$ cat config.mk
export PLATFORM = sky130hd
export DESIGN_NAME = ext_irq_sense
export DESIGN_NICKNAME = d
export VERILOG_FILES = /design/src/design/eis_pkg.sv /design/src/design/eis_edge_det.sv /design/src/design/ext_irq_sense.sv
export SDC_FILE = /design/constraint.sdc
export NUM_CORES = 1
export LEC_CHECK = 0
export ABC_AREA = 1
export BUFFER_PORTS_ARGS = -buffer_cell sky130_fd_sc_hd__buf_2
export CAP_MARGIN = 20
export CORE_MARGIN = 2
export CORE_UTILIZATION = 50
export DETAILED_ROUTE_END_ITERATION = 10
export HOLD_SLACK_MARGIN = 0.02
export PLACE_DENSITY = 0.76
export REMOVE_ABC_BUFFERS = 1
export SETUP_SLACK_MARGIN = 0.2
export SLEW_MARGIN = 30
export SYNTH_ARGS = -nofsm -noshare
export SYNTH_HDL_FRONTEND = slang
export SYNTH_SLANG_ARGS = --single-unit
$ cat constraint.sdc
create_clock -name clk -period 1.7 [get_ports clk]
set_input_delay 0.34 -clock clk [delete_from_list [all_inputs] [get_ports clk]]
set_output_delay 0.34 -clock clk [all_outputs]
set_load 0.05 [all_outputs]
$ cat src/design/eis_pkg.sv
package eis_pkg;
	// register map, word aligned byte addresses
	localparam logic [3:0] ADDR_SENSE_A = 4'h0;
	localparam logic [3:0] ADDR_SENSE_B = 4'h4;
	localparam logic [3:0] ADDR_PEND = 4'h8;
	localparam logic [3:0] ADDR_WAKE = 4'hc;
	// field positions
	localparam int SRC_ZERO_LSB = 0;
	localparam int SRC_ONE_LSB = 2;
	localparam int SRC_TWO_LSB = 4;
	localparam int SRC_THREE_LSB = 0;
	localparam int SRC_FOUR_LSB = 2;
	localparam logic [7:0] SENSE_A_MASK = 8'h3f;
	localparam logic [7:0] SENSE_B_MASK = 8'h0f;
	localparam logic [7:0] SENSE_RESET = 8'h00;
	localparam int NUM_SRC = 5;
	localparam int SRC_TWO = 2;
	localparam int SRC_FOUR = 4;

	// two-bit sensitivity encodings
	typedef enum logic [1:0] {
		SENSE_FALL_LOW = 2'h0,
		SENSE_RISE = 2'h1,
		SENSE_FALL = 2'h2,
		SENSE_BOTH = 2'h3
	} eis_sense_t;

	// per-source request bundle toward the core
	typedef struct packed {
		logic [NUM_SRC-1:0] req;
		logic [NUM_SRC-1:0] wake;
	} eis_req_t;
endpackage

$ cat src/design/eis_edge_det.sv
// one source: synchronise, NAND-combine pins, classify edges by mode
module eis_edge_det
	import eis_pkg::*;
#(
	parameter int PINS = 8
) (
	input wire logic clk, // core clock
	input wire logic nrst, // synchronous reset, active low
	input wire logic clkEn, // freezes state while low
	input wire logic [PINS-1:0] pinIn, // raw port pins
	input wire logic [PINS-1:0] pinIrqEn, // pins configured as interrupt inputs
	input wire eis_sense_t sense, // selected sensitivity
	output logic event_o, // edge event of selected kind, one cycle
	output logic lowLevel, // combined input is low
	output logic fallEdge // combined input fell this cycle
);
	logic [PINS-1:0] sync1_r;
	logic [PINS-1:0] sync2_r;
	logic comb_r;
	logic comb;

	// two flops before pins are looked at; they reset to the idle high level
	// of the pins so that leaving reset makes no false edge or low level
	always_ff @(posedge clk) begin
		if (!nrst) begin
			sync1_r <= '1;
			sync2_r <= '1;
		end else if (clkEn) begin
			sync1_r <= pinIn;
			sync2_r <= sync1_r;
		end
	end

	// NAND of enabled pins: any enabled low pin holds the source low
	assign comb = ~|(pinIrqEn & ~sync2_r);

	always_ff @(posedge clk) begin
		if (!nrst) begin
			comb_r <= 1'b1;
		end else if (clkEn) begin
			comb_r <= comb;
		end
	end

	assign fallEdge = comb_r & ~comb;
	assign lowLevel = ~comb;

	// mode decode; a low source never rises, so rising mode stays masked
	always_comb begin
		unique case (sense)
			SENSE_FALL_LOW: event_o = fallEdge;
			SENSE_RISE: event_o = ~comb_r & comb;
			SENSE_FALL: event_o = fallEdge;
			SENSE_BOTH: event_o = comb_r ^ comb;
		endcase
	end
endmodule

$ cat src/design/ext_irq_sense.sv
// Notes on behaviour
// - The first sense register holds source two in bits 5:4, source one in 3:2, zero in 1:0.
// - Source two is fed from port C pins using bits 5:4 of the first register.
// - Source one is fed from port B pins using bits 3:2 of the first register.
// - Source zero is fed from port A pins using bits 1:0 of the first register.
// - Codes 00 falling plus low level, 01 rising, 10 falling, 11 both edges.
// - The second register holds source four in bits 3:2 and three in 1:0, 7:4 reserved.
// - Sense registers take writes only while the core interrupt mask bit is set.
// - A new sensitivity value for a source clears that source's pending request.
// - A falling edge on source two never wakes the device from halt modes.
// - Both sense registers reset to zero.
// - Edge requests are latched and cleared when the core enters the source's routine.
// - A request is vectored only when pending and the core mask bit is clear.
// - A low level on any enabled pin of a NAND source masks it even in rising mode.
//
// Our own choices: the address map and register access over Wishbone.
module ext_irq_sense
	import eis_pkg::*;
(
	input wire logic clk, // core clock, 10 MHz
	input wire logic nrst, // synchronous reset, active low
	input wire logic clkEn, // clock enable, freezes all state when low
	input wire logic wb_cyc_i, // wishbone cycle
	input wire logic wb_stb_i, // wishbone strobe
	input wire logic wb_we_i, // wishbone write enable
	input wire logic [3:0] wb_adr_i, // wishbone byte address
	input wire logic [3:0] wb_sel_i, // wishbone byte selects
	input wire logic [31:0] wb_dat_i, // wishbone write data
	output logic [31:0] wb_dat_o, // wishbone read data
	output logic wb_ack_o, // wishbone acknowledge
	input wire logic ccMaskBit, // core global interrupt mask bit
	input wire logic haltMode, // core in halt, active-halt or auto-wakeup-halt
	input wire logic [7:0] portAIn, // port A pins, feed source zero
	input wire logic [7:0] portBIn, // port B pins, feed source one
	input wire logic [7:0] portCIn, // port C pins, feed source two
	input wire logic [7:0] portDIn, // pins feeding source three
	input wire logic [7:0] portEIn, // pins feeding source four
	input wire logic [39:0] pinIrqEn, // per-pin interrupt enables, 8 per source
	input wire logic [NUM_SRC-1:0] svcEnter, // core enters a source's routine, pulse
	output logic [NUM_SRC-1:0] irqVector, // request allowed to vector now
	output eis_req_t reqBus // pending requests and wake requests
);
	logic [7:0] senseA_r; // ext_irq_sense_ctrl_a
	logic [7:0] senseB_r; // ext_irq_sense_ctrl_b
	logic [NUM_SRC-1:0] pend_r;
	logic [NUM_SRC-1:0] wake_r;
	logic ack_r;
	logic [31:0] rdat_r;
	logic busReq;
	logic wrA;
	logic wrB;
	logic [NUM_SRC-1:0] senseChg;
	logic [NUM_SRC-1:0] evt;
	logic [NUM_SRC-1:0] low;
	logic [NUM_SRC-1:0] fall;
	logic [NUM_SRC-1:0] levelMode;
	logic [NUM_SRC-1:0] wakeEvt;
	eis_sense_t srcSense [NUM_SRC];
	logic [7:0] srcPins [NUM_SRC];
	logic [7:0] newA;
	logic [7:0] newB;

	assign busReq = wb_cyc_i & wb_stb_i & ~ack_r;
	// reserved bits are dropped on write so they always read zero
	assign newA = wb_dat_i[7:0] & SENSE_A_MASK;
	assign newB = wb_dat_i[7:0] & SENSE_B_MASK;
	// writes are ignored unless the core mask bit is set
	assign wrA = busReq & wb_we_i & wb_sel_i[0] & ccMaskBit
		& (wb_adr_i == ADDR_SENSE_A);
	assign wrB = busReq & wb_we_i & wb_sel_i[0] & ccMaskBit
		& (wb_adr_i == ADDR_SENSE_B);

	// field extraction per source
	assign srcSense[0] = eis_sense_t'(senseA_r[SRC_ZERO_LSB +: 2]);
	assign srcSense[1] = eis_sense_t'(senseA_r[SRC_ONE_LSB +: 2]);
	assign srcSense[2] = eis_sense_t'(senseA_r[SRC_TWO_LSB +: 2]);
	assign srcSense[3] = eis_sense_t'(senseB_r[SRC_THREE_LSB +: 2]);
	assign srcSense[4] = eis_sense_t'(senseB_r[SRC_FOUR_LSB +: 2]);
	assign srcPins[0] = portAIn;
	assign srcPins[1] = portBIn;
	assign srcPins[2] = portCIn;
	assign srcPins[3] = portDIn;
	assign srcPins[4] = portEIn;

	// a field that changes value on an accepted write discards the pending request
	assign senseChg[0] = wrA & (newA[SRC_ZERO_LSB +: 2] != senseA_r[SRC_ZERO_LSB +: 2]);
	assign senseChg[1] = wrA & (newA[SRC_ONE_LSB +: 2] != senseA_r[SRC_ONE_LSB +: 2]);
	assign senseChg[2] = wrA & (newA[SRC_TWO_LSB +: 2] != senseA_r[SRC_TWO_LSB +: 2]);
	assign senseChg[3] = wrB & (newB[SRC_THREE_LSB +: 2] != senseB_r[SRC_THREE_LSB +: 2]);
	assign senseChg[4] = wrB & (newB[SRC_FOUR_LSB +: 2] != senseB_r[SRC_FOUR_LSB +: 2]);

	// one edge detector per source
	genvar g;
	generate
		for (g = 0; g < NUM_SRC; g++) begin : gSrc
			eis_edge_det #(.PINS(8)) uDet (
				.clk(clk),
				.nrst(nrst),
				.clkEn(clkEn),
				.pinIn(srcPins[g]),
				.pinIrqEn(pinIrqEn[g*8 +: 8]),
				.sense(srcSense[g]),
				.event_o(evt[g]),
				.lowLevel(low[g]),
				.fallEdge(fall[g])
			);
			assign levelMode[g] = (srcSense[g] == SENSE_FALL_LOW);
			// source two may not wake on a falling edge in any halt mode
			if (g == SRC_TWO) begin : gNoFallWake
				assign wakeEvt[g] = evt[g] & ~fall[g];
			end else begin : gWake
				assign wakeEvt[g] = evt[g] | (levelMode[g] & low[g]);
			end
		end
	endgenerate

	// sensitivity registers
	always_ff @(posedge clk) begin
		if (!nrst) begin
			senseA_r <= SENSE_RESET;
			senseB_r <= SENSE_RESET;
		end else if (clkEn) begin
			if (wrA) begin
				senseA_r <= newA;
			end
			if (wrB) begin
				senseB_r <= newB;
			end
		end
	end

	// pending latch: event wins over service clear; a sense change discards
	// the old request but a fresh event in the same cycle still latches
	always_ff @(posedge clk) begin
		if (!nrst) begin
			pend_r <= '0;
		end else if (clkEn) begin
			pend_r <= (pend_r & ~svcEnter & ~senseChg) | evt;
		end
	end

	// wake requests only while halted; cleared on leaving halt
	always_ff @(posedge clk) begin
		if (!nrst) begin
			wake_r <= '0;
		end else if (clkEn) begin
			if (haltMode) begin
				wake_r <= wake_r | wakeEvt;
			end else begin
				wake_r <= '0;
			end
		end
	end

	// level mode keeps asking while the combined input stays low
	assign reqBus.req = pend_r | (levelMode & low);
	assign reqBus.wake = wake_r;
	// vector only when mask bit is clear, otherwise stays pending
	assign irqVector = ccMaskBit ? '0 : reqBus.req;

	// bus answer one cycle after request, ack drops the cycle after
	always_ff @(posedge clk) begin
		if (!nrst) begin
			ack_r <= 1'b0;
			rdat_r <= '0;
		end else if (clkEn) begin
			ack_r <= busReq;
			if (busReq & ~wb_we_i) begin
				unique case (wb_adr_i)
					ADDR_SENSE_A: rdat_r <= {24'h000000, senseA_r};
					ADDR_SENSE_B: rdat_r <= {24'h000000, senseB_r};
					ADDR_PEND: rdat_r <= {27'h0, reqBus.req};
					ADDR_WAKE: rdat_r <= {27'h0, wake_r};
					default: rdat_r <= '0; // unmapped reads as zero
				endcase
			end
		end
	end

	assign wb_ack_o = ack_r;
	assign wb_dat_o = rdat_r;

	// writes with mask clear leave both registers as they were
	AST_WR_BLOCKED: assert property (@(posedge clk) disable iff (!nrst)
		(clkEn && busReq && wb_we_i && !ccMaskBit) |=> $stable(senseA_r) && $stable(senseB_r))
		else $error("sense register changed while mask bit clear");

	// accepted write to register a or b lands with reserved bits cleared
	AST_WR_A: assert property (@(posedge clk) disable iff (!nrst)
		(clkEn && wrA) |=> senseA_r == ($past(wb_dat_i[7:0]) & SENSE_A_MASK))
		else $error("sense register a write not stored");
	AST_WR_B: assert property (@(posedge clk) disable iff (!nrst)
		(clkEn && wrB) |=> senseB_r[7:4] == 4'h0 && senseB_r[3:0] == $past(wb_dat_i[3:0]))
		else $error("sense register b write not stored");
	AST_RESET_ZERO: assert property (@(posedge clk)
		!nrst |=> senseA_r == 8'h00 && senseB_r == 8'h00)
		else $error("sense registers not zero after reset");

	// reserved bits never hold a one, whatever software writes
	AST_RSV_A: assert property (@(posedge clk) disable iff (!nrst)
		senseA_r[7:6] == 2'h0)
		else $error("reserved bits of register a set");
	AST_RSV_B: assert property (@(posedge clk) disable iff (!nrst)
		senseB_r[7:4] == 4'h0)
		else $error("reserved bits of register b set");

	// without an accepted write the registers keep their value
	AST_KEEP_A: assert property (@(posedge clk) disable iff (!nrst)
		(clkEn && !wrA) |=> $stable(senseA_r))
		else $error("sense register a changed without write");
	AST_KEEP_B: assert property (@(posedge clk) disable iff (!nrst)
		(clkEn && !wrB) |=> $stable(senseB_r))
		else $error("sense register b changed without write");

	// a sense change without a new event leaves nothing pending
	AST_CHG_CLEARS: assert property (@(posedge clk) disable iff (!nrst)
		(clkEn && senseChg[0] && !evt[0]) |=> !pend_r[0])
		else $error("sense change did not discard request");
	AST_CHG_CLEARS_1: assert property (@(posedge clk) disable iff (!nrst)
		(clkEn && senseChg[1] && !evt[1]) |=> !pend_r[1])
		else $error("sense change did not discard request one");
	AST_CHG_CLEARS_2: assert property (@(posedge clk) disable iff (!nrst)
		(clkEn && senseChg[2] && !evt[2]) |=> !pend_r[2])
		else $error("sense change did not discard request two");
	AST_CHG_CLEARS_3: assert property (@(posedge clk) disable iff (!nrst)
		(clkEn && senseChg[3] && !evt[3]) |=> !pend_r[3])
		else $error("sense change did not discard request three");
	AST_CHG_CLEARS_4: assert property (@(posedge clk) disable iff (!nrst)
		(clkEn && senseChg[4] && !evt[4]) |=> !pend_r[4])
		else $error("sense change did not discard request four");

	// service entry without a new event clears the latch
	AST_SVC_CLEARS: assert property (@(posedge clk) disable iff (!nrst)
		(clkEn && svcEnter[1] && !evt[1]) |=> !pend_r[1])
		else $error("service entry did not clear request");
	AST_SVC_CLEARS_0: assert property (@(posedge clk) disable iff (!nrst)
		(clkEn && svcEnter[0] && !evt[0]) |=> !pend_r[0])
		else $error("service entry did not clear request zero");
	AST_SVC_CLEARS_2: assert property (@(posedge clk) disable iff (!nrst)
		(clkEn && svcEnter[2] && !evt[2]) |=> !pend_r[2])
		else $error("service entry did not clear request two");
	AST_SVC_CLEARS_3: assert property (@(posedge clk) disable iff (!nrst)
		(clkEn && svcEnter[3] && !evt[3]) |=> !pend_r[3])
		else $error("service entry did not clear request three");
	AST_SVC_CLEARS_4: assert property (@(posedge clk) disable iff (!nrst)
		(clkEn && svcEnter[4] && !evt[4]) |=> !pend_r[4])
		else $error("service entry did not clear request four");

	// every edge event is latched, even against a clear in the same cycle
	AST_EDGE_LATCH: assert property (@(posedge clk) disable iff (!nrst)
		(clkEn && evt[3]) |=> pend_r[3])
		else $error("edge event not latched");
	AST_EDGE_LATCH_0: assert property (@(posedge clk) disable iff (!nrst)
		(clkEn && evt[0]) |=> pend_r[0])
		else $error("edge event zero not latched");
	AST_EDGE_LATCH_1: assert property (@(posedge clk) disable iff (!nrst)
		(clkEn && evt[1]) |=> pend_r[1])
		else $error("edge event one not latched");
	AST_EDGE_LATCH_2: assert property (@(posedge clk) disable iff (!nrst)
		(clkEn && evt[2]) |=> pend_r[2])
		else $error("edge event two not latched");
	AST_EDGE_LATCH_4: assert property (@(posedge clk) disable iff (!nrst)
		(clkEn && evt[4]) |=> pend_r[4])
		else $error("edge event four not latched");

	// a latched request stays until serviced or discarded, masked or not
	AST_PEND_STAYS_0: assert property (@(posedge clk) disable iff (!nrst)
		(clkEn && pend_r[0] && !svcEnter[0] && !senseChg[0]) |=> pend_r[0])
		else $error("request zero lost while pending");
	AST_PEND_STAYS_1: assert property (@(posedge clk) disable iff (!nrst)
		(clkEn && pend_r[1] && !svcEnter[1] && !senseChg[1]) |=> pend_r[1])
		else $error("request one lost while pending");
	AST_PEND_STAYS_2: assert property (@(posedge clk) disable iff (!nrst)
		(clkEn && pend_r[2] && !svcEnter[2] && !senseChg[2]) |=> pend_r[2])
		else $error("request two lost while pending");
	AST_PEND_STAYS_3: assert property (@(posedge clk) disable iff (!nrst)
		(clkEn && pend_r[3] && !svcEnter[3] && !senseChg[3]) |=> pend_r[3])
		else $error("request three lost while pending");
	AST_PEND_STAYS_4: assert property (@(posedge clk) disable iff (!nrst)
		(clkEn && pend_r[4] && !svcEnter[4] && !senseChg[4]) |=> pend_r[4])
		else $error("request four lost while pending");

	// vectoring follows the mask bit
	AST_NO_VEC_MASKED: assert property (@(posedge clk) disable iff (!nrst)
		ccMaskBit |-> irqVector == '0)
		else $error("vector while mask bit set");
	AST_VEC_OPEN: assert property (@(posedge clk) disable iff (!nrst)
		!ccMaskBit |-> irqVector == reqBus.req)
		else $error("request not offered with mask bit clear");
	AST_LEVEL_HOLD: assert property (@(posedge clk) disable iff (!nrst)
		(levelMode[0] && low[0]) |-> reqBus.req[0])
		else $error("low level request dropped");

	// a rising-edge source held low by one enabled pin stays quiet
	AST_RISE_MASKED: assert property (@(posedge clk) disable iff (!nrst)
		(srcSense[1] == SENSE_RISE && low[1]) |-> !evt[1])
		else $error("rising event while source held low");
	// falling-only mode reports falls and nothing else; rising-only never a fall
	AST_FALL_ONLY: assert property (@(posedge clk) disable iff (!nrst)
		(srcSense[2] == SENSE_FALL) |-> evt[2] == fall[2])
		else $error("falling-only mode event mismatch");
	AST_RISE_ONLY: assert property (@(posedge clk) disable iff (!nrst)
		(srcSense[4] == SENSE_RISE) |-> !(evt[4] && fall[4]))
		else $error("rising-only mode took a falling edge");

	// wake requests come only in halt, never from a source two fall
	AST_TWO_NO_FALL_WAKE: assert property (@(posedge clk) disable iff (!nrst)
		(clkEn && haltMode && !wake_r[2] && fall[2]) |=> !wake_r[2])
		else $error("source two woke on falling edge");
	AST_WAKE_OUT_HALT: assert property (@(posedge clk) disable iff (!nrst)
		(clkEn && !haltMode) |=> wake_r == '0)
		else $error("wake request outside halt");
	AST_WAKE_EDGE: assert property (@(posedge clk) disable iff (!nrst)
		(clkEn && haltMode && evt[0]) |=> wake_r[0])
		else $error("edge event in halt gave no wake");

	// bus: one ack per taken request, none otherwise
	AST_ACK_ONE: assert property (@(posedge clk) disable iff (!nrst)
		(clkEn && wb_ack_o) |=> !wb_ack_o)
		else $error("ack held more than one cycle");
	AST_ACK_AFTER_REQ: assert property (@(posedge clk) disable iff (!nrst)
		(clkEn && busReq) |=> wb_ack_o)
		else $error("taken request not acknowledged");
	AST_ACK_NEEDS_REQ: assert property (@(posedge clk) disable iff (!nrst)
		(clkEn && !busReq) |=> !wb_ack_o)
		else $error("ack without request");

	// a low clock enable freezes registers, latches and the bus answer
	AST_FREEZE_SENSE: assert property (@(posedge clk) disable iff (!nrst)
		!clkEn |=> $stable(senseA_r) && $stable(senseB_r))
		else $error("sense register moved while frozen");
	AST_FREEZE_PEND: assert property (@(posedge clk) disable iff (!nrst)
		!clkEn |=> $stable(pend_r) && $stable(wake_r))
		else $error("request latch moved while frozen");
	AST_FREEZE_ACK: assert property (@(posedge clk) disable iff (!nrst)
		!clkEn |=> $stable(wb_ack_o) && $stable(wb_dat_o))
		else $error("bus answer moved while frozen");

	// read data carries the register in the low byte, upper bits zero
	AST_READ_A: assert property (@(posedge clk) disable iff (!nrst)
		(clkEn && busReq && !wb_we_i && wb_adr_i == ADDR_SENSE_A)
		|=> wb_dat_o == {24'h000000, $past(senseA_r)})
		else $error("register a read data wrong");
	AST_READ_B: assert property (@(posedge clk) disable iff (!nrst)
		(clkEn && busReq && !wb_we_i && wb_adr_i == ADDR_SENSE_B)
		|=> wb_dat_o == {24'h000000, $past(senseB_r)})
		else $error("register b read data wrong");
	AST_READ_UPPER: assert property (@(posedge clk) disable iff (!nrst)
		wb_ack_o |-> wb_dat_o[31:8] == 24'h000000)
		else $error("upper read data bits set");
endmodule

==> results.cfg, run 1 <==
[outcome]
status = complete, but fails checks
violations = setup timing

[global_route]
gr-usage-all-layers_pct = 21.7
overflow = 0
grt_max_degree = 89
grt_pass1_vias = 4549
grt_pass1_wl_um = 19800
antenna_found_initial = 0

[floorplan]
ios = 181
die_x_um = 105
num_rows = 37
fp.dieArea_um2 = 11100
start_util_pct = 50.8
core_um2 = 10100
die_y_um = 105

[final_layout]
antenna_cells = 0
layout.nets = 991
post_route_cells_drive_above_1_share_pct = 32.6
multi_input_area_um2 = 2680
final_common_cell = nand2_1
areaGrowthSynthToFinish_pct = 28.5
area.sequential_um2 = 2270
final_cell_mix = nand2_1 (181), buf_2 (114), dfxtp_1 (93), a21oi_1 (64), o21ai_0 (54)
fill_cells = 897

[clocking]
cts-root-buf = clkbuf_8
cts_sinks = 112
cts_inserted_buffers = 9
path_clk_slew_ns = 0.11
cts-htree-levels = 3
cts_tree = built
cts.path.max_buffers = 2
clk_latency_ns = 0.37

[worst_setup_path]
path_buf_inv = 2
slowest_stage = dfxtp_2
cpLargestDelayFamily = simple AND/OR/NAND/NOR gates
required_ns = 1.36
path_max_fanout = 4
critPathKind = reg -> out
critPathCaptureType = output pin
worst_path_largest_cell_delay_ns = 0.33
cp-start-kind = flip-flop
cp_data_arrival_time_ns = 1.42
crit_chain = inv_2 > nand2_1 > nand2_1 > nor2_2 > nand2_2 > nand2_2 > a21oi_2 > buf_6

[routing]
wl_per_cell_um = 12.7
ant_nets = 0
wirelength_um = 12600
drtIter0Drc = 177
num_vias = 4920
viasPerCell = 4.97
drt-pass1-iter-count = 5
drc_errors = 0

[power_and_ir_drop]
power_frac_comb_pct = 24.0
p_leak_nw = 3.31
internal_power_mw = 4.27
p_sw_mw = 1.87
pwr_density_cell_nw_per_um2 = 928
p_clk_share_pct = 29.2
seqPwrFrac_pct = 46.8
p_sw_share_pct = 30.4
irDropWorstVdd_uv = 491

[timing]
rsz0062_at_grt = yes
setup_ws_ns = -0.0633
worst_slew_pin_slew_ns = 0.814
finClkSkew_ns = 0.0126
hold_viol_final = 0
period_needed_ns = 1.76
slew_viol_final = 0
fmax_mhz = 567
maxSlewHeadroom_pct = 45.1
worst_hold_slack_ns = 0.182
finalSetupViolCount = 9
period_share_pct = 104
fin_setup_tns_ns = -0.392

[synthesis]
synthArstFlopShare_pct = 0
yosys.area.top_type = dfxtp_1
avgSynthCellArea_um2 = 7.20
synth_ff_type = dfxtp_1
yosysSeqAreaShare_pct = 43.6
synth_top_area_share_pct = 43.6
synth_edf_count = 0
synthTopCellsByArea = dfxtp_1 (44%), nand2_1 (15%), a21oi_1 (7.2%), o21ai_0 (5.4%), inv_1 (5.3%)
synth.distinct_cells = 30
synth-seq-cells = 112
syn_inst = 715
yosys_warnings = 0
synth_area_um2 = 5150

[placement]
io_buffers = 125
dp_hpwl_um = 8370
gp_congestion = 0.849

[run]
cap_viol_max_count = 0

[worst_hold_path]
min_path_type = in -> reg
cell usage after synthesis (2+ instances only):
cell type and count:
a21oi_1 74, a31oi_1 5, buf_4 27, clkbuf_1 29, dfxtp_1 112, ha_1 10
inv_1 73, nand2_1 202, nand2_4 3, nand3_1 46, nor2_1 36, nor2_4 2
nor2_8 3, o21ai_0 56, o21ai_1 11, o22ai_1 6, xnor2_1 2, xor2_1 6
power by group through the flow:
stage	combinational (mW)	sequential, mW	clock (mW)
after floorplan	0.678	2.94	0
after global placement	1.09	2.91	0
after detailed placement	1.11	2.92	0
after CTS	1.32	2.86	1.82
after global routing	1.59	2.89	1.93
final	1.47	2.87	1.79
sequential cells by signal, indices dropped and copies added (netlist names):
register           count
gSrc.uDet.comb_r       5
gSrc.uDet.sync1_r     40
gSrc.uDet.sync2_r     40
pend_r                 5
senseA_r               6
senseB_r               4
wake_r                 5
wb_ack_o               1
wb_dat_o               6
area by class of cell:
| type | instances | area share [%] |
|---|---|---|
| clock buffers | 12 | 2.35 |
| clock inverters | 4 | 1.15 |
| inverters | 75 | 4.29 |
| multi-input cells | 496 | 40.6 |
| flip-flops and latches | 112 | 34.3 |
| well taps | 136 | 2.57 |
| repair buffers | 154 | 14.8 |
cell families (layout without fill, tap and decap cells):
kind of cell	count (synthesis)	count (layout)	synth area share [%]
DFF	112	112	43.6
xor gates and xnor gates	8	8	1.36
adders and majority gates	10	10	2.43
AOI/OAI and AO/OA	153	153	15.2
and+or+nand+nor	299	299	25.6
other	1	26	0.0729
buffers and inverters	132	245	11.7
tightest hold or removal path: cells and delay by family:
family,cells,cell delay (ns)
and+or+nand+nor,2,0.10
buffers and inverters,1,0.07
worst paths after layout:
check                                              from                 endpoint  slack (ns)  cells after the start
worst max-delay path            gSrc[2].uDet.sync2_r[6]             irqVector[2]       -0.06                      8
worst min-delay path                         portEIn[4]  gSrc[4].uDet.sync1_r[4]        0.18                      3
worst max register to register  gSrc[2].uDet.sync2_r[6]                wake_r[2]        0.02                     10
worst min register to register  gSrc[3].uDet.sync2_r[5]  gSrc[3].uDet.sync2_r[5]        0.46                      2
routing by layer:
metal  track usage [%]  part of all wire [%]
met1              26.1                    43
met2              38.4                    51
met3              3.59                   4.2
met4              8.29                   1.7
met5                 0                     0
stage by stage:
step / instance area, um2 / util (%) / total power, mW / setup slack, ns / std cells
finish: 6620 / 65.2 / 6.14 / -0.0633 / 989
global route: 6620 / 65.2 / 6.41 / -0.155 / 989
global placement: 5830 / 57.5 / 3.99 / -0.0438 / 954
detailed placement: 5830 / 57.5 / 4.03 / -0.0891 / 954
CTS: 6340 / 62.6 / 6.00 / -0.0636 / 981
floorplan: 4920 / - / 3.62 / -0.0610 / 683
what timing repair did:
action	4_1_cts	5_1_grt
hold buffers	0	0
gates resized for setup	64	77
pin swaps	22	50
setup endpoints to repair	17	20
buffers inserted	11	8
Note: power is estimated with default switching activity, not from simulation.
==> run 2: changes to the inputs <==
- ABC_AREA: 1 -> unset
- CAP_MARGIN: 20 -> unset
- GPL_TIMING_DRIVEN: unset -> 0
==> results.cfg, run 2 <==
[timing]
rsz0062_at_grt = yes
hold_viol_final = 0
fmax_mhz = 537
finalSetupViolCount = 16
period_needed_ns = 1.86
maxSlewHeadroom_pct = 65.0
setup_ws_ns = -0.161
finClkSkew_ns = 0.0150
period_share_pct = 109
worst_hold_slack_ns = 0.177
slew_viol_final = 0
worst_slew_pin_slew_ns = 0.521

[clocking]
cts_inserted_buffers = 9
cts.path.max_buffers = 2
cts_tree = built
clk_latency_ns = 0.37
cts-htree-levels = 3
postCtsHoldBufs = 0
cts-root-buf = clkbuf_8
cts_sinks = 112
path_clk_slew_ns = 0.11

[power_and_ir_drop]
irDropWorstVdd_uv = 464
p_leak_nw = 3.35
pwr_density_cell_nw_per_um2 = 812

[synthesis]
synth_edf_count = 0
synth_top_area_share_pct = 43.4
synth_ff_type = dfxtp_1
synthTopCellsByArea = dfxtp_1 (43%), mux2i_1 (18%), nand2_1 (6.7%), nand2b_1 (4.6%), buf_4 (3.8%)
synthArstFlopShare_pct = 0
yosys.area_share.simple_pct = 16.2
yosys.area.top_type = dfxtp_1
yosys_warnings = 0
synth_top_family_by_area = multiplexers
synth_commonest_cells = dfxtp_1 (112), mux2i_1 (92), nand2_1 (92)
synth.distinct_cells = 37
synth_area_um2 = 5170
syn_inst = 549
synthAdderAreaFrac_pct = 2.42
synthXorXnorAreaFrac_pct = 1.69
yosys.cell_count.top_type = dfxtp_1
yosysSeqAreaShare_pct = 43.4
synth-seq-cells = 112
avgSynthCellArea_um2 = 9.41
synth_mux_area_share_pct = 19.6
synth_compound_area_share_pct = 8.57

[routing]
viasPerCell = 5.16
wirelength_um = 12400
drtIter0Drc = 162
wl_per_cell_um = 14.9
drt-pass1-iter-count = 4
num_vias = 4279
drc_errors = 0
ant_nets = 0

[floorplan]
start_util_pct = 50.7
die_x_um = 106
num_rows = 37
fp.dieArea_um2 = 11200
ios = 181
die_y_um = 106
core_um2 = 10200

[worst_setup_path]
cp-start-kind = flip-flop
path_max_fanout = 4
critPathCaptureType = output pin
cp_data_arrival_time_ns = 1.52
slowest_stage = dfxtp_2
critPathKind = reg -> out
crit_start = gSrc[4].uDet.sync2_r[2]
required_ns = 1.36
crit_chain = nand2b_4 > o2111ai_4 > o21ai_4 > nand2_1 > buf_6
worst_path_largest_cell_delay_ns = 0.34
reg2reg_from = gSrc[2].uDet.sync2_r[2]

[global_route]
grt_pass1_wl_um = 20100
overflow = 0
gr-usage-all-layers_pct = 22.2
grt_max_degree = 62
grt_pass1_vias = 4346
antenna_found_initial = 0

[outcome]
violations = setup timing
status = complete, but fails checks

[final_layout]
layout.nets = 830
final_cell_mix = buf_2 (113), nand2_1 (91), mux2i_1 (91), dfxtp_1 (85), nand2b_4 (34)
areaGrowthSynthToFinish_pct = 35.7
top_regs = gSrc.uDet.sync1_r (40), gSrc.uDet.sync2_r (40)
post_route_cells_drive_above_1_share_pct = 41.6
final_common_cell = buf_2
fill_cells = 769
final_core_util_pct = 68.9

[worst_hold_path]
min_path_type = in -> reg
hold_start = portCIn[6]

[placement]
io_buffers = 125
gp_congestion = 0.789
dp_hpwl_um = 8110

[run]
cap_viol_max_count = 0
==> run 2: final timing paths <==
check                            endpoint  slack [ns]  cells after the start
setup / recovery                reqBus[9]       -0.16                      5
hold / removal    gSrc[2].uDet.sync1_r[6]        0.18                      3
setup reg to reg                pend_r[2]       -0.09                      8
hold reg to reg   gSrc[0].uDet.sync2_r[0]        0.47                      2
==> run 2: repair_timing <==
action | 4_1_cts | 5_1_grt
pin swaps | 45 | 27
setup buffers | 20 | 8
resized for setup | 139 | 22
setup endpoints to repair | 42 | 33
==> run 2: routing by layer <==
metal	wire, um	up-vias	share of wire [%]	track usage [%]
met2	6490	141	52	40.8
met3	646	24	5.2	3.71
met5	0	-	0	0
met1	4920	2030	40	25.3
li1	-	2084	-	-
met4	325	0	2.6	9.02
==> run 2: stage by stage <==
stage	setup WS [ns]	cell area [um2]	cells	setup TNS, ns	total power, mW
2_1_floorplan	-0.217	4950	521	-2.55	3.47
3_3_place_gp	-2.47	5750	782	-150.21	3.81
3_5_place_dp	-1.02	5810	784	-17.35	3.84
4_1_cts	-0.124	6870	820	-1.39	5.67
5_1_grt	-0.216	7010	828	-2.61	5.94
6_report	-0.161	7010	829	-1.22	5.70
==> run 2: cells by family (layout without fill, tap and decap cells) <==
group                    after synthesis  after routing
AND/OR/NAND/NOR                      174            174
flip-flops                           112            112
multiplexers                          96             96
buffers and inverters                 82            200
AO/OA/AOI/OAI                         64             64
adder cells (fa/ha/maj)               10             10
XOR/XNOR                              10             10
other                                  1             27
==> run 2: critical path: cells and delay by family, from the launching register on <==
kind / cells / cell delay [ns]
AOI/OAI and AO/OA: 2 / 0.42
buffers and inverters: 1 / 0.16
DFF: 1 / 0.34
and+or+nand+nor: 2 / 0.23
==> run 2: cell type report <==
class	instances	area [um2]	share of cell area, %
flip-flops and latches	112	2280	32.4
diodes	1	2.50	0.0357
well taps	136	170	2.43
clock buffers	11	151	2.16
inverters	29	114	1.62
clock inverters	5	51.3	0.731
multi-input cells	380	3280	46.7
repair buffers	155	972	13.9
==> run 2: where the power goes <==
group	leakage [nW]	switching [mW]	internal, mW	total (mW)
sequential	0.907	0.0753	2.74	2.82
combinational	2.34	0.755	0.566	1.32
clock	0.103	0.914	0.640	1.55
==> run 3: changes to the inputs <==
- GPL_TIMING_DRIVEN: 0 -> unset
- clock period: 1.7 -> 1.8 ns (I/O delays scaled with it)
==> results.cfg, run 3 (synthesized netlist as in run 2, its figures left out) <==
[global_route]
grt_pass1_wl_um = 20200
grt_pass1_vias = 4411
antenna_found_initial = 1
overflow = 0
grt_max_degree = 47
gr-usage-all-layers_pct = 22.4

[routing]
wl_per_cell_um = 14.9
drc_errors = 0
ant_nets = 0
drt-pass1-iter-count = 5
wirelength_um = 12500
viasPerCell = 5.16
drtIter0Drc = 217
num_vias = 4337

[timing]
period_share_pct = 107
fin_setup_tns_ns = -0.902
fmax_mhz = 517
period_needed_ns = 1.93
setup_ws_ns = -0.133
worst_hold_slack_ns = 0.195
hold_viol_final = 0
finClkSkew_ns = 0.0129
rsz0062_at_grt = yes
finalSetupViolCount = 11
slew_viol_final = 0

[clocking]
cts-htree-levels = 3
path_clk_slew_ns = 0.11
cts_tree = built
cts_sinks = 112
cts.path.max_buffers = 2
cts-root-buf = clkbuf_8
postCtsHoldBufs = 0
cts_inserted_buffers = 9
clk_latency_ns = 0.37

[worst_setup_path]
cpLargestDelayFamily = buffers and inverters
r2r_slack_ns = -0.08
crit_start = gSrc[2].uDet.sync2_r[6]
worst_path_largest_cell_delay_ns = 0.34
crit_top_cell = buf_6
r2r_cells = 8
critPathCaptureType = output pin
critPathKind = reg -> out
cp-start-kind = flip-flop
crit_chain = nand2b_4 > o2111ai_4 > buf_6 > o21ai_2 > buf_6 > nand2_2 > buf_8
r2r_end = pend_r[2]
reg2reg_from = gSrc[2].uDet.sync2_r[6]
path_max_fanout = 3
slowest_stage = dfxtp_2
required_ns = 1.44
cp_data_arrival_time_ns = 1.57
path_buf_inv = 3

[final_layout]
antenna_cells = 0
final_cells = 841
post_route_cells_drive_above_1_share_pct = 42.0
final_cell_mix = buf_2 (114), mux2i_1 (91), nand2_1 (87), dfxtp_1 (83)
areaGrowthSynthToFinish_pct = 36.8
fill_cells = 760
layout.nets = 843
final_common_cell = buf_2
top_regs = gSrc.uDet.sync1_r (40), gSrc.uDet.sync2_r (40)

[placement]
dp_hpwl_um = 8420
io_buffers = 125
dp_cells = 810
post-place-ws_ns = -0.203
gp_congestion = 0.821

[power_and_ir_drop]
p_leak_nw = 3.37
pwr_density_cell_nw_per_um2 = 745
irDropWorstVdd_uv = 399

[run]
cap_viol_max_count = 0

[floorplan]
ios = 181
start_util_pct = 50.7
fp.dieArea_um2 = 11200
die_x_um = 106
num_rows = 37
core_um2 = 10200
die_y_um = 106

[worst_hold_path]
hold_start = portEIn[0]
worstHoldPathCells = 3
min_to = gSrc[4].uDet.sync1_r[0]
min_path_type = in -> reg

[outcome]
status = complete, but fails checks
violations = setup timing
run 3: how the worst max path moves through the flow:
stage / slack [ns] / depth (start not counted) / to
4_1_cts: -0.14 / 7 / irqVector[2]
5_1_grt: -0.21 / 7 / reqBus[7]
6_report: -0.13 / 7 / reqBus[7]
3_5_place_dp: -0.20 / 9 / pend_r[2]
2_1_floorplan: -0.16 / 4 / irqVector[4]
3_3_place_gp: -0.14 / 9 / pend_r[2]
run 3: timing repair:
| item | in CTS | in global routing |
|---|---|---|
| setup endpoints to repair | 25 | 20 |
| resized for setup | 137 | 25 |
| pin swaps | 33 | 23 |
| setup buffers | 8 | 7 |
run 3: worst register-to-register path, delay by kind of cell (launching register included):
family          cells  cell delay, ns
fa+ha+maj           1            0.28
mux                 1            0.18
flops               1            0.34
buf+inv             1            0.04
simple gates        2            0.45
compound gates      3            0.50
run 3: layout make-up:
| class | count | area, um2 | area share, % |
|---|---|---|---|
| clock inverter | 5 | 33.8 | 0.478 |
| tap | 136 | 170 | 2.41 |
| multi-input combinational | 380 | 3250 | 46.0 |
| clock buffer | 11 | 131 | 1.86 |
| inverter | 29 | 109 | 1.54 |
| sequential | 112 | 2280 | 32.2 |
| timing repair buffer | 168 | 1090 | 15.5 |
run 3: routing by layer:
metal,share of wire [%],global-route usage [%]
met1,40,25.5
met2,53,42.2
met3,5.5,4.21
met4,1.8,6.48
met5,0.10,0
run 3: through the flow:
| step | util [%] | power (mW) | instance area, um2 |
|---|---|---|---|
| floorplan | - | 3.28 | 4950 |
| global placement | 58.9 | 3.65 | 6000 |
| detailed placement | 58.9 | 3.68 | 6000 |
| CTS | 67.7 | 5.23 | 6890 |
| global route | 69.4 | 5.51 | 7070 |
| finish | 69.4 | 5.26 | 7070 |
run 3: power by group:
group | switching [mW] | total [mW] | internal [mW]
logic | 0.710 | 1.27 | 0.558
registers | 0.0719 | 2.66 | 2.59
clock network | 0.829 | 1.33 | 0.504
total | 1.61 | 5.26 | 3.65
